`config.mk`:
```
export PLATFORM = sky130hd
export DESIGN_NAME = dcp_top
export DESIGN_NICKNAME = d
export VERILOG_FILES = /design/src/core/dcp_pkg.sv /design/src/core/dcp_ptr.sv /design/src/core/dcp_top.sv
export SDC_FILE = /design/constraint.sdc
export NUM_CORES = 1
export LEC_CHECK = 0
export BUFFER_PORTS_ARGS = -buffer_cell sky130_fd_sc_hd__buf_2
export CORE_MARGIN = 8
export CORE_UTILIZATION = 48
export DETAILED_ROUTE_END_ITERATION = 7
export GPL_TIMING_DRIVEN = 1
export PLACE_DENSITY = 0.67
export SLEW_MARGIN = 20
export SYNTH_ARGS = -nofsm -noshare
export SYNTH_HDL_FRONTEND = slang
export SYNTH_SLANG_ARGS = --single-unit
export TNS_END_PERCENT = 30
```
`constraint.sdc`:
```
create_clock -name hclk -period 7.9 [get_ports hclk]
set_input_delay 0.79 -clock hclk [delete_from_list [all_inputs] [get_ports hclk]]
set_output_delay 0.79 -clock hclk [all_outputs]
set_load 0.03 [all_outputs]
```
`src/core/dcp_pkg.sv`:
```
// What this block does
// - Read-only 16-bit source progress pointer, index of current source byte.
// - In pattern detect mode a match zeroes source and cell progress pointers.
// - Read-only 16-bit destination progress pointer, index of current destination byte.
// - Each trigger moves cell_bytes bytes; zero means 65,536 bytes.
// - Read-only 16-bit cell progress counts bytes moved since last trigger.
// - Match value compared against data only in pattern detect and pattern terminate modes.
// - Bits 31-16 of pointer, cell and pattern registers read zero, ignore writes.
// - Match in pattern terminate mode with match_abort_enable set aborts transfer and clears channel_on.
// - cell_done_flag sets when cell_bytes bytes have moved.
// - block_done_flag sets when larger length moved or on pattern match.
package dcp_pkg;
	localparam int DCP_W = 16;
	localparam logic [7:0] DCP_OFS_SRC_PROG = 8'h00;
	localparam logic [7:0] DCP_OFS_DST_PROG = 8'h04;
	localparam logic [7:0] DCP_OFS_CELL_BYTES = 8'h08;
	localparam logic [7:0] DCP_OFS_CELL_PROG = 8'h0C;
	localparam logic [7:0] DCP_OFS_MATCH = 8'h10;
	localparam logic [7:0] DCP_OFS_CTRL = 8'h14;
	localparam logic [7:0] DCP_OFS_SRC_LEN = 8'h18;
	localparam logic [7:0] DCP_OFS_DST_LEN = 8'h1C;
	localparam logic [7:0] DCP_OFS_STAT = 8'h20;
	localparam logic [7:0] DCP_OFS_MASK = 8'h24;
	localparam int DCP_CTRL_ON = 0;
	localparam int DCP_CTRL_ABT = 1;
	localparam int DCP_CTRL_MODE = 2;
	localparam int DCP_ST_CELL = 0;
	localparam int DCP_ST_BLOCK = 1;
	localparam int DCP_ST_ABORT = 2;
	localparam int DCP_NSTAT = 3;
	localparam logic [16:0] DCP_FULL = 17'h10000;
	localparam logic [15:0] DCP_ZERO16 = 16'h0000;
	localparam logic [31:0] DCP_ZERO32 = 32'h00000000;
	localparam logic [1:0] DCP_HTRANS_NONSEQ = 2'h2;
	// Match modes for the channel
	typedef enum logic [1:0] {
		DCP_MODE_NONE = 2'h0,
		DCP_MODE_DETECT = 2'h1,
		DCP_MODE_TERM = 2'h3
	} dcp_mode_t;
	typedef enum logic [1:0] {
		DCP_BUS_IDLE = 2'h0,
		DCP_BUS_WR = 2'h1,
		DCP_BUS_RD = 2'h3
	} dcp_bus_t;
	// Size field of zero stands for the full 65,536
	function automatic logic [16:0] dcp_len(input logic [15:0] v);
		dcp_len = (v == DCP_ZERO16) ? DCP_FULL : {1'b0, v};
	endfunction
endpackage

```
`src/core/dcp_ptr.sv`:
```
`timescale 1ns/10ps
// One progress pointer with wrap at region end
module dcp_ptr
	import dcp_pkg::*;
#(
	parameter int W = 16
) (
	// Clock, reset, enable
	input wire logic hclk,
	input wire logic hresetn,
	input wire logic ce,
	// Control
	input wire logic clr,
	input wire logic step,
	input wire logic [2:0] amount,
	input wire logic [W:0] limit,
	// State
	output logic [W-1:0] value,
	output logic wrapped
);
	logic [W-1:0] val_r, val_nxt;
	logic [W:0] sum;
	always_comb begin
		sum = {1'b0, val_r} + {{(W-2){1'b0}}, amount};
		val_nxt = val_r;
		wrapped = 1'b0;
		if (clr) begin
			val_nxt = '0;
		end else if (step) begin
			if (sum >= limit) begin
				val_nxt = '0;
				wrapped = 1'b1;
			end else begin
				val_nxt = sum[W-1:0];
			end
		end
	end
	always_ff @(posedge hclk or negedge hresetn) begin
		if (!hresetn) begin
			val_r <= '0;
		end else if (ce) begin
			val_r <= val_nxt;
		end
	end
	assign value = val_r;
endmodule // dcp_ptr

```
`src/core/dcp_top.sv`:
```
// The register offsets and the AHB-Lite interface to the registers were left to the implementer.
`timescale 1ns/10ps
module dcp_top
	import dcp_pkg::*;
(
	// Clock, reset, enable
	input wire logic hclk,
	input wire logic hresetn,
	input wire logic ce,
	// AHB-Lite slave
	input wire logic hsel,
	input wire logic [7:0] haddr,
	input wire logic [1:0] htrans,
	input wire logic hwrite,
	input wire logic [2:0] hsize,
	input wire logic hready,
	input wire logic [31:0] hwdata,
	output logic [31:0] hrdata,
	output logic hreadyout,
	output logic hresp,
	// Transfer engine side
	input wire logic xfer_valid,
	input wire logic [2:0] xfer_bytes,
	input wire logic [15:0] xfer_data,
	input wire logic cell_start,
	// Channel state
	output logic channel_on,
	output logic xfer_abort,
	output logic irq
);
	import dcp_pkg::*;

	logic [15:0] cell_bytes_r, cell_bytes_nxt;
	logic [15:0] match_value_r, match_value_nxt;
	logic [15:0] src_length_r, src_length_nxt;
	logic [15:0] dst_length_r, dst_length_nxt;
	logic [15:0] cell_progress_r, cell_progress_nxt;
	logic [15:0] moved_r, moved_nxt;
	logic channel_on_r, channel_on_nxt;
	logic abt_en_r, abt_en_nxt;
	dcp_mode_t mode_r, mode_nxt;
	logic [DCP_NSTAT-1:0] stat_r, stat_nxt;
	logic [DCP_NSTAT-1:0] mask_r, mask_nxt;
	logic abort_r, abort_nxt;
	logic irq_r, irq_nxt;
	dcp_bus_t ph_r, ph_nxt;
	logic [7:0] addr_r, addr_nxt;
	logic [31:0] rdata_r, rdata_nxt;
	logic [15:0] src_progress, dst_progress;
	logic src_wrap, dst_wrap;
	logic match_hit, ptr_clr, active, cell_hit, block_hit;
	logic [16:0] cell_sum, big_len, moved_sum;
	logic [DCP_NSTAT-1:0] ev;

	assign active = channel_on_r && xfer_valid;
	// compare only in a pattern mode
	assign match_hit = active && (mode_r == DCP_MODE_DETECT || mode_r == DCP_MODE_TERM) &&
		(xfer_data == match_value_r);
	assign ptr_clr = cell_start || (match_hit && mode_r == DCP_MODE_DETECT);

	dcp_ptr #(.W(DCP_W)) u_src (
		.hclk(hclk),
		.hresetn(hresetn),
		.ce(ce),
		.clr(ptr_clr),
		.step(active),
		.amount(xfer_bytes),
		.limit(dcp_len(src_length_r)),
		.value(src_progress),
		.wrapped(src_wrap)
	);
	dcp_ptr #(.W(DCP_W)) u_dst (
		.hclk(hclk),
		.hresetn(hresetn),
		.ce(ce),
		.clr(cell_start),
		.step(active),
		.amount(xfer_bytes),
		.limit(dcp_len(dst_length_r)),
		.value(dst_progress),
		.wrapped(dst_wrap)
	);

	// Cell and block progress
	always_comb begin
		cell_sum = {1'b0, cell_progress_r} + {14'h0000, xfer_bytes};
		moved_sum = {1'b0, moved_r} + {14'h0000, xfer_bytes};
		big_len = (dcp_len(src_length_r) > dcp_len(dst_length_r)) ?
			dcp_len(src_length_r) : dcp_len(dst_length_r);
		cell_hit = active && (cell_sum >= dcp_len(cell_bytes_r));
		// block end by length or match
		block_hit = (active && moved_sum >= big_len) || match_hit;
		cell_progress_nxt = cell_progress_r;
		moved_nxt = moved_r;
		if (cell_start || cell_hit || ptr_clr) begin
			cell_progress_nxt = DCP_ZERO16;
		end else if (active) begin
			cell_progress_nxt = cell_sum[15:0];
		end
		if (block_hit) begin
			moved_nxt = DCP_ZERO16;
		end else if (active) begin
			moved_nxt = moved_sum[15:0];
		end
	end

	// Bus and register file
	always_comb begin
		logic sel;
		logic [15:0] wd;
		sel = hsel && hready && (htrans == DCP_HTRANS_NONSEQ);
		wd = hwdata[15:0];
		ph_nxt = sel ? (hwrite ? DCP_BUS_WR : DCP_BUS_RD) : DCP_BUS_IDLE;
		addr_nxt = sel ? haddr : addr_r;
		cell_bytes_nxt = cell_bytes_r;
		match_value_nxt = match_value_r;
		src_length_nxt = src_length_r;
		dst_length_nxt = dst_length_r;
		channel_on_nxt = channel_on_r;
		abt_en_nxt = abt_en_r;
		mode_nxt = mode_r;
		mask_nxt = mask_r;
		ev = '0;
		ev[DCP_ST_CELL] = cell_hit;
		ev[DCP_ST_BLOCK] = block_hit;
		ev[DCP_ST_ABORT] = match_hit && abt_en_r && mode_r == DCP_MODE_TERM;
		stat_nxt = stat_r;
		if (ph_r == DCP_BUS_WR) begin
			unique case (addr_r)
				DCP_OFS_CELL_BYTES: cell_bytes_nxt = wd;
				DCP_OFS_MATCH: match_value_nxt = wd;
				DCP_OFS_SRC_LEN: src_length_nxt = wd;
				DCP_OFS_DST_LEN: dst_length_nxt = wd;
				DCP_OFS_CTRL: begin
					channel_on_nxt = wd[DCP_CTRL_ON];
					abt_en_nxt = wd[DCP_CTRL_ABT];
					mode_nxt = dcp_mode_t'(wd[DCP_CTRL_MODE+1:DCP_CTRL_MODE]);
				end
				DCP_OFS_STAT: stat_nxt = stat_r & ~wd[DCP_NSTAT-1:0];
				DCP_OFS_MASK: mask_nxt = wd[DCP_NSTAT-1:0];
				default: ;
			endcase
		end
		// Set wins over a clear in the same cycle
		stat_nxt = stat_nxt | ev;
		abort_nxt = ev[DCP_ST_ABORT];
		if (ev[DCP_ST_ABORT] || block_hit) begin
			channel_on_nxt = 1'b0;
		end
		irq_nxt = |(stat_nxt & mask_nxt);
		rdata_nxt = DCP_ZERO32;
		if (ph_nxt == DCP_BUS_RD) begin
			unique case (haddr)
				DCP_OFS_SRC_PROG: rdata_nxt = {DCP_ZERO16, src_progress};
				DCP_OFS_DST_PROG: rdata_nxt = {DCP_ZERO16, dst_progress};
				DCP_OFS_CELL_BYTES: rdata_nxt = {DCP_ZERO16, cell_bytes_r};
				DCP_OFS_CELL_PROG: rdata_nxt = {DCP_ZERO16, cell_progress_r};
				DCP_OFS_MATCH: rdata_nxt = {DCP_ZERO16, match_value_r};
				DCP_OFS_SRC_LEN: rdata_nxt = {DCP_ZERO16, src_length_r};
				DCP_OFS_DST_LEN: rdata_nxt = {DCP_ZERO16, dst_length_r};
				DCP_OFS_CTRL: rdata_nxt = {28'h0000000, mode_r, abt_en_r, channel_on_r};
				DCP_OFS_STAT: rdata_nxt = {29'h00000000, stat_r};
				DCP_OFS_MASK: rdata_nxt = {29'h00000000, mask_r};
				default: rdata_nxt = DCP_ZERO32;
			endcase
		end
	end

	always_ff @(posedge hclk or negedge hresetn) begin
		if (!hresetn) begin
			cell_bytes_r <= '0;
			match_value_r <= '0;
			src_length_r <= '0;
			dst_length_r <= '0;
			cell_progress_r <= '0;
			moved_r <= '0;
			channel_on_r <= 1'b0;
			abt_en_r <= 1'b0;
			mode_r <= DCP_MODE_NONE;
			stat_r <= '0;
			mask_r <= '0;
			abort_r <= 1'b0;
			irq_r <= 1'b0;
			ph_r <= DCP_BUS_IDLE;
			addr_r <= '0;
			rdata_r <= '0;
		end else if (ce) begin
			cell_bytes_r <= cell_bytes_nxt;
			match_value_r <= match_value_nxt;
			src_length_r <= src_length_nxt;
			dst_length_r <= dst_length_nxt;
			cell_progress_r <= cell_progress_nxt;
			moved_r <= moved_nxt;
			channel_on_r <= channel_on_nxt;
			abt_en_r <= abt_en_nxt;
			mode_r <= mode_nxt;
			stat_r <= stat_nxt;
			mask_r <= mask_nxt;
			abort_r <= abort_nxt;
			irq_r <= irq_nxt;
			ph_r <= ph_nxt;
			addr_r <= addr_nxt;
			rdata_r <= rdata_nxt;
		end
	end

	assign hrdata = rdata_r;
	assign hreadyout = 1'b1;
	assign hresp = 1'b0;
	assign channel_on = channel_on_r;
	assign xfer_abort = abort_r;
	assign irq = irq_r;

	a_detect_clr: assert property (@(posedge hclk) disable iff (!hresetn)
		(ce && match_hit && mode_r == DCP_MODE_DETECT) |=> cell_progress_r == DCP_ZERO16)
		else $error("cell progress not cleared on detect");
	a_abort_off: assert property (@(posedge hclk) disable iff (!hresetn)
		(ce && match_hit && abt_en_r && mode_r == DCP_MODE_TERM) |=> (!channel_on_r && abort_r))
		else $error("match abort did not stop channel");
	a_cell_flag: assert property (@(posedge hclk) disable iff (!hresetn)
		(ce && cell_hit) |=> stat_r[DCP_ST_CELL])
		else $error("cell flag not set");
	a_block_flag: assert property (@(posedge hclk) disable iff (!hresetn)
		(ce && block_hit) |=> stat_r[DCP_ST_BLOCK])
		else $error("block flag not set");
	a_no_match_none: assert property (@(posedge hclk) disable iff (!hresetn)
		(ce && active && mode_r != DCP_MODE_DETECT && mode_r != DCP_MODE_TERM &&
			moved_sum < big_len && ph_r != DCP_BUS_WR) |=> channel_on_r)
		else $error("pattern stopped channel outside pattern modes");
	a_cell_bound: assert property (@(posedge hclk) disable iff (!hresetn)
		{1'b0, cell_progress_r} < dcp_len(cell_bytes_r) || cell_bytes_r == DCP_ZERO16)
		else $error("cell progress past cell size");
	a_src_bound: assert property (@(posedge hclk) disable iff (!hresetn)
		{1'b0, src_progress} < dcp_len(src_length_r) || $changed(src_length_r))
		else $error("source pointer past region");
	a_dst_wrap: assert property (@(posedge hclk) disable iff (!hresetn)
		(ce && dst_wrap && !cell_start) |=> dst_progress == DCP_ZERO16)
		else $error("destination pointer did not wrap");
	a_top_zero: assert property (@(posedge hclk) disable iff (!hresetn)
		(ph_r == DCP_BUS_RD && addr_r == DCP_OFS_CELL_PROG) |->
		hrdata == {DCP_ZERO16, $past(cell_progress_r)})
		else $error("cell progress read back wrong");
	a_irq_level: assert property (@(posedge hclk) disable iff (!hresetn)
		(ce && cell_hit && mask_r[DCP_ST_CELL]) |=> irq)
		else $error("cell irq missing");
	a_dst_bound: assert property (@(posedge hclk) disable iff (!hresetn)
		{1'b0, dst_progress} < dcp_len(dst_length_r) || $changed(dst_length_r))
		else $error("destination pointer past region");

	// Freeze, stepping and clearing of the pointers
	a_ce_hold: assert property (@(posedge hclk) disable iff (!hresetn)
		!ce |=> ($stable(src_progress) && $stable(dst_progress) && $stable(cell_progress_r)))
		else $error("state moved while clock enable low");
	a_src_step: assert property (@(posedge hclk) disable iff (!hresetn)
		(ce && active && !ptr_clr && !src_wrap) |=>
		src_progress == $past(src_progress) + 16'($past(xfer_bytes)))
		else $error("source pointer step wrong");
	a_src_wrap: assert property (@(posedge hclk) disable iff (!hresetn)
		(ce && src_wrap && !ptr_clr) |=> src_progress == DCP_ZERO16)
		else $error("source pointer did not wrap");
	a_detect_src: assert property (@(posedge hclk) disable iff (!hresetn)
		(ce && match_hit && mode_r == DCP_MODE_DETECT) |=> src_progress == DCP_ZERO16)
		else $error("source progress not cleared on detect");
	a_trigger_clr: assert property (@(posedge hclk) disable iff (!hresetn)
		(ce && cell_start) |=> (cell_progress_r == DCP_ZERO16 && src_progress == DCP_ZERO16 &&
			dst_progress == DCP_ZERO16))
		else $error("trigger did not clear progress");

	// Register writes and completion
	a_size_store: assert property (@(posedge hclk) disable iff (!hresetn)
		(ce && ph_r == DCP_BUS_WR && addr_r == DCP_OFS_CELL_BYTES) |=>
		cell_bytes_r == $past(hwdata[15:0]))
		else $error("cell size write lost");
	a_flag_clear: assert property (@(posedge hclk) disable iff (!hresetn)
		(ce && ph_r == DCP_BUS_WR && addr_r == DCP_OFS_STAT && hwdata[DCP_ST_CELL] && !cell_hit)
		|=> !stat_r[DCP_ST_CELL])
		else $error("cell flag not cleared by write");
	a_abort_pulse: assert property (@(posedge hclk) disable iff (!hresetn)
		(ce && xfer_abort) |=> !xfer_abort)
		else $error("abort longer than one cycle");
	a_block_off: assert property (@(posedge hclk) disable iff (!hresetn)
		(ce && block_hit) |=> !channel_on_r)
		else $error("channel still on after block end");
endmodule // dcp_top

```
==> Word-level counts from Yosys, hierarchy flattened <==
Index checks and enable logic that the tools add are counted.
W data, S select, Z words.
{ "totals": {"ff_bits": 182, "latch_bits": 0, "ramBits": 0, "romBits": 0, "inputBits": 72, "elab_cells": 116, "memories": 0} }
{ "classes": {"addsub": 4, "n_mul": 0, "div_mod_pow": 0, "n_lt_le_gt_ge": 5, "n_eq_ne": 22, "shifts": 0, "n_mux": 25, "bitwise_logic": 4, "reduce_logical": 38} }
{ "op_table": {"columns": ["operator", "count"], "rows": [
  ["$mux W16", 11],
  ["$pmux W16 S10", 1],
  ["$add A16 B3 Y17", 4],
  ["$ge A17 B17 Y1", 4],
  ["$mux W17", 4],
  ["$eq A8 B5 Y1 const B", 8],
  ["$logic_not A16 Y1", 3],
  ["$eq A8 B6 Y1 const B", 4],
  ["$eq A8 B4 Y1 const B", 3],
  ["$reduce_and A3 Y1", 6],
  ["$gt A17 B17 Y1", 1],
  ["$eq A16 B16 Y1", 1],
  ["$mux W3", 4],
  ["$reduce_bool A2 Y1", 6],
  ["$logic_and A1 B1 Y1", 10],
  ["$reduce_and A2 Y1", 5],
  ["$eq A8 B3 Y1 const B", 1],
  ["$logic_not A8 Y1", 1],
  ["$and A3 B3 Y3", 2],
  ["$eq A2 B2 Y1 const B", 3],
  ["$logic_or A1 B1 Y1", 6],
  ["$eq A2 B1 Y1 const B", 2],
  ["$mux W2", 2],
  ["$mux W1", 3],
  ["other kinds (3)", 3]
]} }

==> Longest topological paths before layout <==
{ "logic_depth": {"ltp_word": 10, "mapped_depth": 20} }

==> Modules after synthesis <==
From an unflattened synthesis, not the netlist that was laid out.
{ "hier_totals": {"cells_unflattened": 1283, "hier_area_um2": 11731.3} }
{ "by_module_without_submodules": {"columns": ["mod", "instances", "cells_each", "area_per_inst_um2", "seq_area_each_um2"], "rows": [
  ["dcp_top", 1, 944, 8785.9, 3353.2],
  ["dcp_ptr at u_dst", 1, 167, 1486.4, 400.4],
  ["dcp_ptr at u_src", 1, 172, 1458.9, 400.4]
]} }

==> Worst setup path after synthesis <==
OpenSTA, ideal clock, no wires.
{ "synth_path": {"path_kind": "flip-flop to flip-flop", "start": "reg dst_length_r[0]", "end": "reg moved_r[15]", "setup_time_ps": 104, "arrival_time_ps": 4036, "slack_ps": 3761, "path_stages_with_launch": 19, "n_path_buf": 3, "period_less_slack_ps": 4139, "path_cell_list": "dfrtp_1 nor4_1 nand4_1 ha_1 nand4_1 o31a_1 a31oi_1 nand2_1 buf_4 mux2i_1 ha_1 and4_1 a221oi_1 o21ai_1 o2111a_1 or2_1 buf_6 buf_6 o41ai_2"} }
{ "synth_between": {"elab_chain_len": 9} }
{ "synth_rtl": {"columns": ["element", "line_no", "source"], "rows": [
  ["start: declaration", "dcp_top.sv:36", "logic [15:0] dst_length_r, dst_length_nxt;"],
  ["start signal: assignment", "dcp_top.sv:191", "dst_length_r <= dst_length_nxt;"],
  ["$logic_not A16 Y1", "dcp_pkg.sv:48", "dcp_len = (v == DCP_ZERO16) ? DCP_FULL : {1'b0, v};"],
  ["$mux W17 *", "dcp_pkg.sv:48", null],
  ["$gt A17 B17 Y1", "dcp_top.sv:88", "big_len = (dcp_len(src_length_r) > dcp_len(dst_length_r)) ?"],
  ["$mux W17 *", "dcp_top.sv:88", null],
  ["$ge A17 B17 Y1 *", "dcp_top.sv:92", "block_hit = (active && moved_sum >= big_len) || match_hit;"],
  ["$logic_and A1 B1 Y1 *", "dcp_top.sv:92", null],
  ["$logic_or A1 B1 Y1 *", "dcp_top.sv:92", null],
  ["$reduce_bool A2 Y1 (no source line)", null, null],
  ["$reduce_and A2 Y1 (no source line)", null, null],
  ["end signal: assignment", "dcp_top.sv:193", "moved_r <= moved_nxt;"],
  ["end: declaration", "dcp_top.sv:38", "logic [15:0] moved_r, moved_nxt;"]
]} }
Every way passes the cells marked *; elsewhere a longest branch is shown, timed or not.
A chain may end at the register's enable or synchronous reset.

==> Worst setup path after layout <==
{ "layout_path": {"start": "reg dst_length_r[0]", "end": "reg moved_r[12]"} }
The elaborated chain is that of the path after synthesis.

==> results.yml <==
run:
  maxCapViolCount: 0
routing:
  wire_per_inst_um: 21.8
  drc: 0
  vias_per_cell: 6.01
  drtIter0Drc: 921
  first_pass_iters: 5
  vias: 9554
  wirelength_um: 34700
  antenna_left: 0
finish:
  drive_gt1_share_pct: 13.1
  stdcell_count: 1590
  area_growth_pct: 9.89
  finalNetCount: 1431
  antenna_cells: 0
critical_path:
  cp.required_ns: 8.28
  cp_max_fo: 20
  end_kind: "register"
  worstPathArrival_ns: 6.04
  path_class: "register to register"
  crit_path_start_kind: "register"
clock_network:
  clock_latency_ns: 0.45
  path_clk_slew_ns: 0.07
  cts-resized-gates: 0
  clk_path_buf_depth: 2
  cts_buffers: 17
  clockRootBuffer: "clkbuf_16"
  cts_setup_buffers: 0
  cts_tree: "yes"
  holdBufCountCts: 0
  htree_levels: 4
  cts.sinks: 166
die:
  dieWidth_um: 170
  die_area_um2: 28900
  core.rowCount: 56
  start_util_pct: 48.6
  core_um2: 23400
  dieHeight_um: 170
  io_pins: 109
placed_design:
  place_congestion: 0.970
  pre_cts_slack_ns: 2.41
  dpl.cell_count: 1556
  hpwl_um: 26500
  portBuffers: 71
timing:
  slew_violations: 0
  tns_ns: 0
  hold_viol: 0
  skew_ns: 0.0145
  finalSetupViolations: 0
  slew_headroom_pct: 26.0
  finalCriticalPeriod_ns: 5.66
  max_freq_ghz: 0.177
  worst_pin_slew_ns: 1.11
  rsz0062_at_grt: "false"
  setup_slack_ns: 2.24
  timing.final.crit_share_pct: 71.6
  hold_slack_ns: 0.391
global_routing:
  antenna_found_initial: 0
  grt_usage_pct: 24.4
  grt_pass1_wl_um: 54200
  grt_max_degree: 91
  grt_pass1_vias: 9356
  grt_overflow: 0
outcome:
  status: "completed"
power:
  p_leak_uw: 0.00611
  peakVddDrop_mv: 0.150
  power_density_nw_per_um2: 164
synthesis:
  postSynthCellCount: 1228
  ys_seq_elements: 166
  synth_flop_cell: "dfrtp_1"
  synth.avg_cell_area_um2: 9.26
  synth-edff-count: 0
  synthArstFlopShare_pct: 100
  synth_area_um2: 11400
  ys_seq_area_share_pct: 36.5
  yosysWarnings: 0
  synth.distinct_cells: 79
hold_path:
  hp-class: "input port to async pin"
## where the power goes
group	switching, µW	internal (µW)	leakage, µW
sequential	40.1	880	0.00206
clock	392	483	0.000295
combinational	156	99.5	0.00376
## cell type report
cell class / count / area [µm²]
clock buffers: 18 / 439
clock inverters: 14 / 168
fillers: 2224 / 10900
inverters: 82 / 308
multi-input cells: 912 / 6590
flip-flops and latches: 166 / 4150
well taps: 319 / 399
repair buffers: 79 / 445
## routing by layer
layer / up-vias / share of wire (%) / GRT usage, %
li1: 4480 / - / -
met1: 4638 / 43 / 32.2
met2: 363 / 46 / 38.3
met3: 73 / 7.3 / 4.96
met4: 0 / 3.9 / 10.5
met5: - / 0 / 0
## layout by cell type, fill, tap and decap left out, types with 18 or more instances in the layout
cell / count
a21o_1: 25
a21oi_1: 39
a22o_1: 32
buf_2: 70
conb_1: 18
dfrtp_1: 166
ha_1: 97
inv_1: 79
mux2_2: 20
mux2i_1: 25
nand2_1: 140
nand3_1: 30
nand4_1: 26
nor2_1: 47
o21ai_0: 45
o21ai_1: 44
o22ai_1: 18
xnor2_1: 42
xor2_1: 23
## cells by family after synthesis
| logic type | count (synthesis) | synth area share, % |
|---|---|---|
| other cells | 2 | 0.0660 |
| xor+xnor | 65 | 5.01 |
| simple gates | 370 | 16.7 |
| buf+inv | 166 | 6.52 |
| mux | 56 | 5.27 |
| fa+ha+maj | 101 | 11.4 |
| compound gates | 302 | 18.5 |
| flops | 166 | 36.5 |
## Yosys cell counts (6+ instances only)
cell | instances | share of area, %
and2_1 | 7 | 0.39
o21ai_0 | 45 | 2.0
nand2_1 | 140 | 4.6
clkbuf_1 | 46 | 1.5
and3_1 | 12 | 0.66
mux2_2 | 20 | 2.0
nand2b_1 | 6 | 0.33
o22ai_1 | 18 | 0.99
buf_2 | 11 | 0.48
a211oi_1 | 6 | 0.40
mux2i_1 | 25 | 2.2
inv_1 | 79 | 2.6
o211ai_1 | 6 | 0.40
nor3_2 | 6 | 0.53
mux2_1 | 11 | 1.1
nand3_1 | 30 | 1.3
a221oi_1 | 8 | 0.62
nor2b_1 | 17 | 0.94
a22oi_1 | 14 | 0.92
a222oi_1 | 11 | 0.97
a21o_1 | 25 | 1.7
ha_1 | 97 | 11
o21ai_1 | 45 | 2.0
buf_4 | 22 | 1.5
xor2_1 | 23 | 1.8
nor3_1 | 17 | 0.75
nor2_1 | 48 | 1.6
a21oi_1 | 39 | 1.7
a22o_1 | 32 | 2.5
dfrtp_1 | 166 | 37
a32o_1 | 15 | 1.3
or2_1 | 7 | 0.39
nor4_1 | 18 | 0.99
xnor2_1 | 42 | 3.2
nand4_1 | 26 | 1.4
## metrics by stage
step	area, µm²	util, %	total power (µW)
finish	12500	53.4	2050
global route	12500	53.4	2120
CTS	12400	53.2	2060
detailed placement	11800	50.6	1190
global placement	11800	50.6	1180
floorplan	11400	-	1100
## critical path, stage by stage (launching register included)
cell and delay, ns:
dfrtp_1 0.48, nor4_1 0.44, nand4_1 0.27, ha_1 0.38, nand4_1 0.14, o31a_1 0.34
a31oi_1 0.22, nand2_1 0.54, mux2i_1 0.38, ha_1 0.29, a21oi_1 0.12, o21ai_0 0.11
a221oi_1 0.43, o2bb2ai_1 0.22, or2_1 0.59, nor2_2 0.42, a22o_1 0.20
## final timing paths
path                                  from            endpoint  slack, ns  cells past startpoint
hold reg to reg                 moved_r[2]          moved_r[2]       0.50                      2
hold / removal                     hresetn          moved_r[7]       0.39                      1
setup / recovery           dst_length_r[0]         moved_r[12]       2.24                     16
max in group asynchronous          hresetn  cell_progress_r[6]       6.27                      3
setup reg to reg           dst_length_r[0]         moved_r[12]       2.24                     16
min in group hclk               moved_r[2]          moved_r[2]       0.50                      2
(Power assumes the default switching activity.)
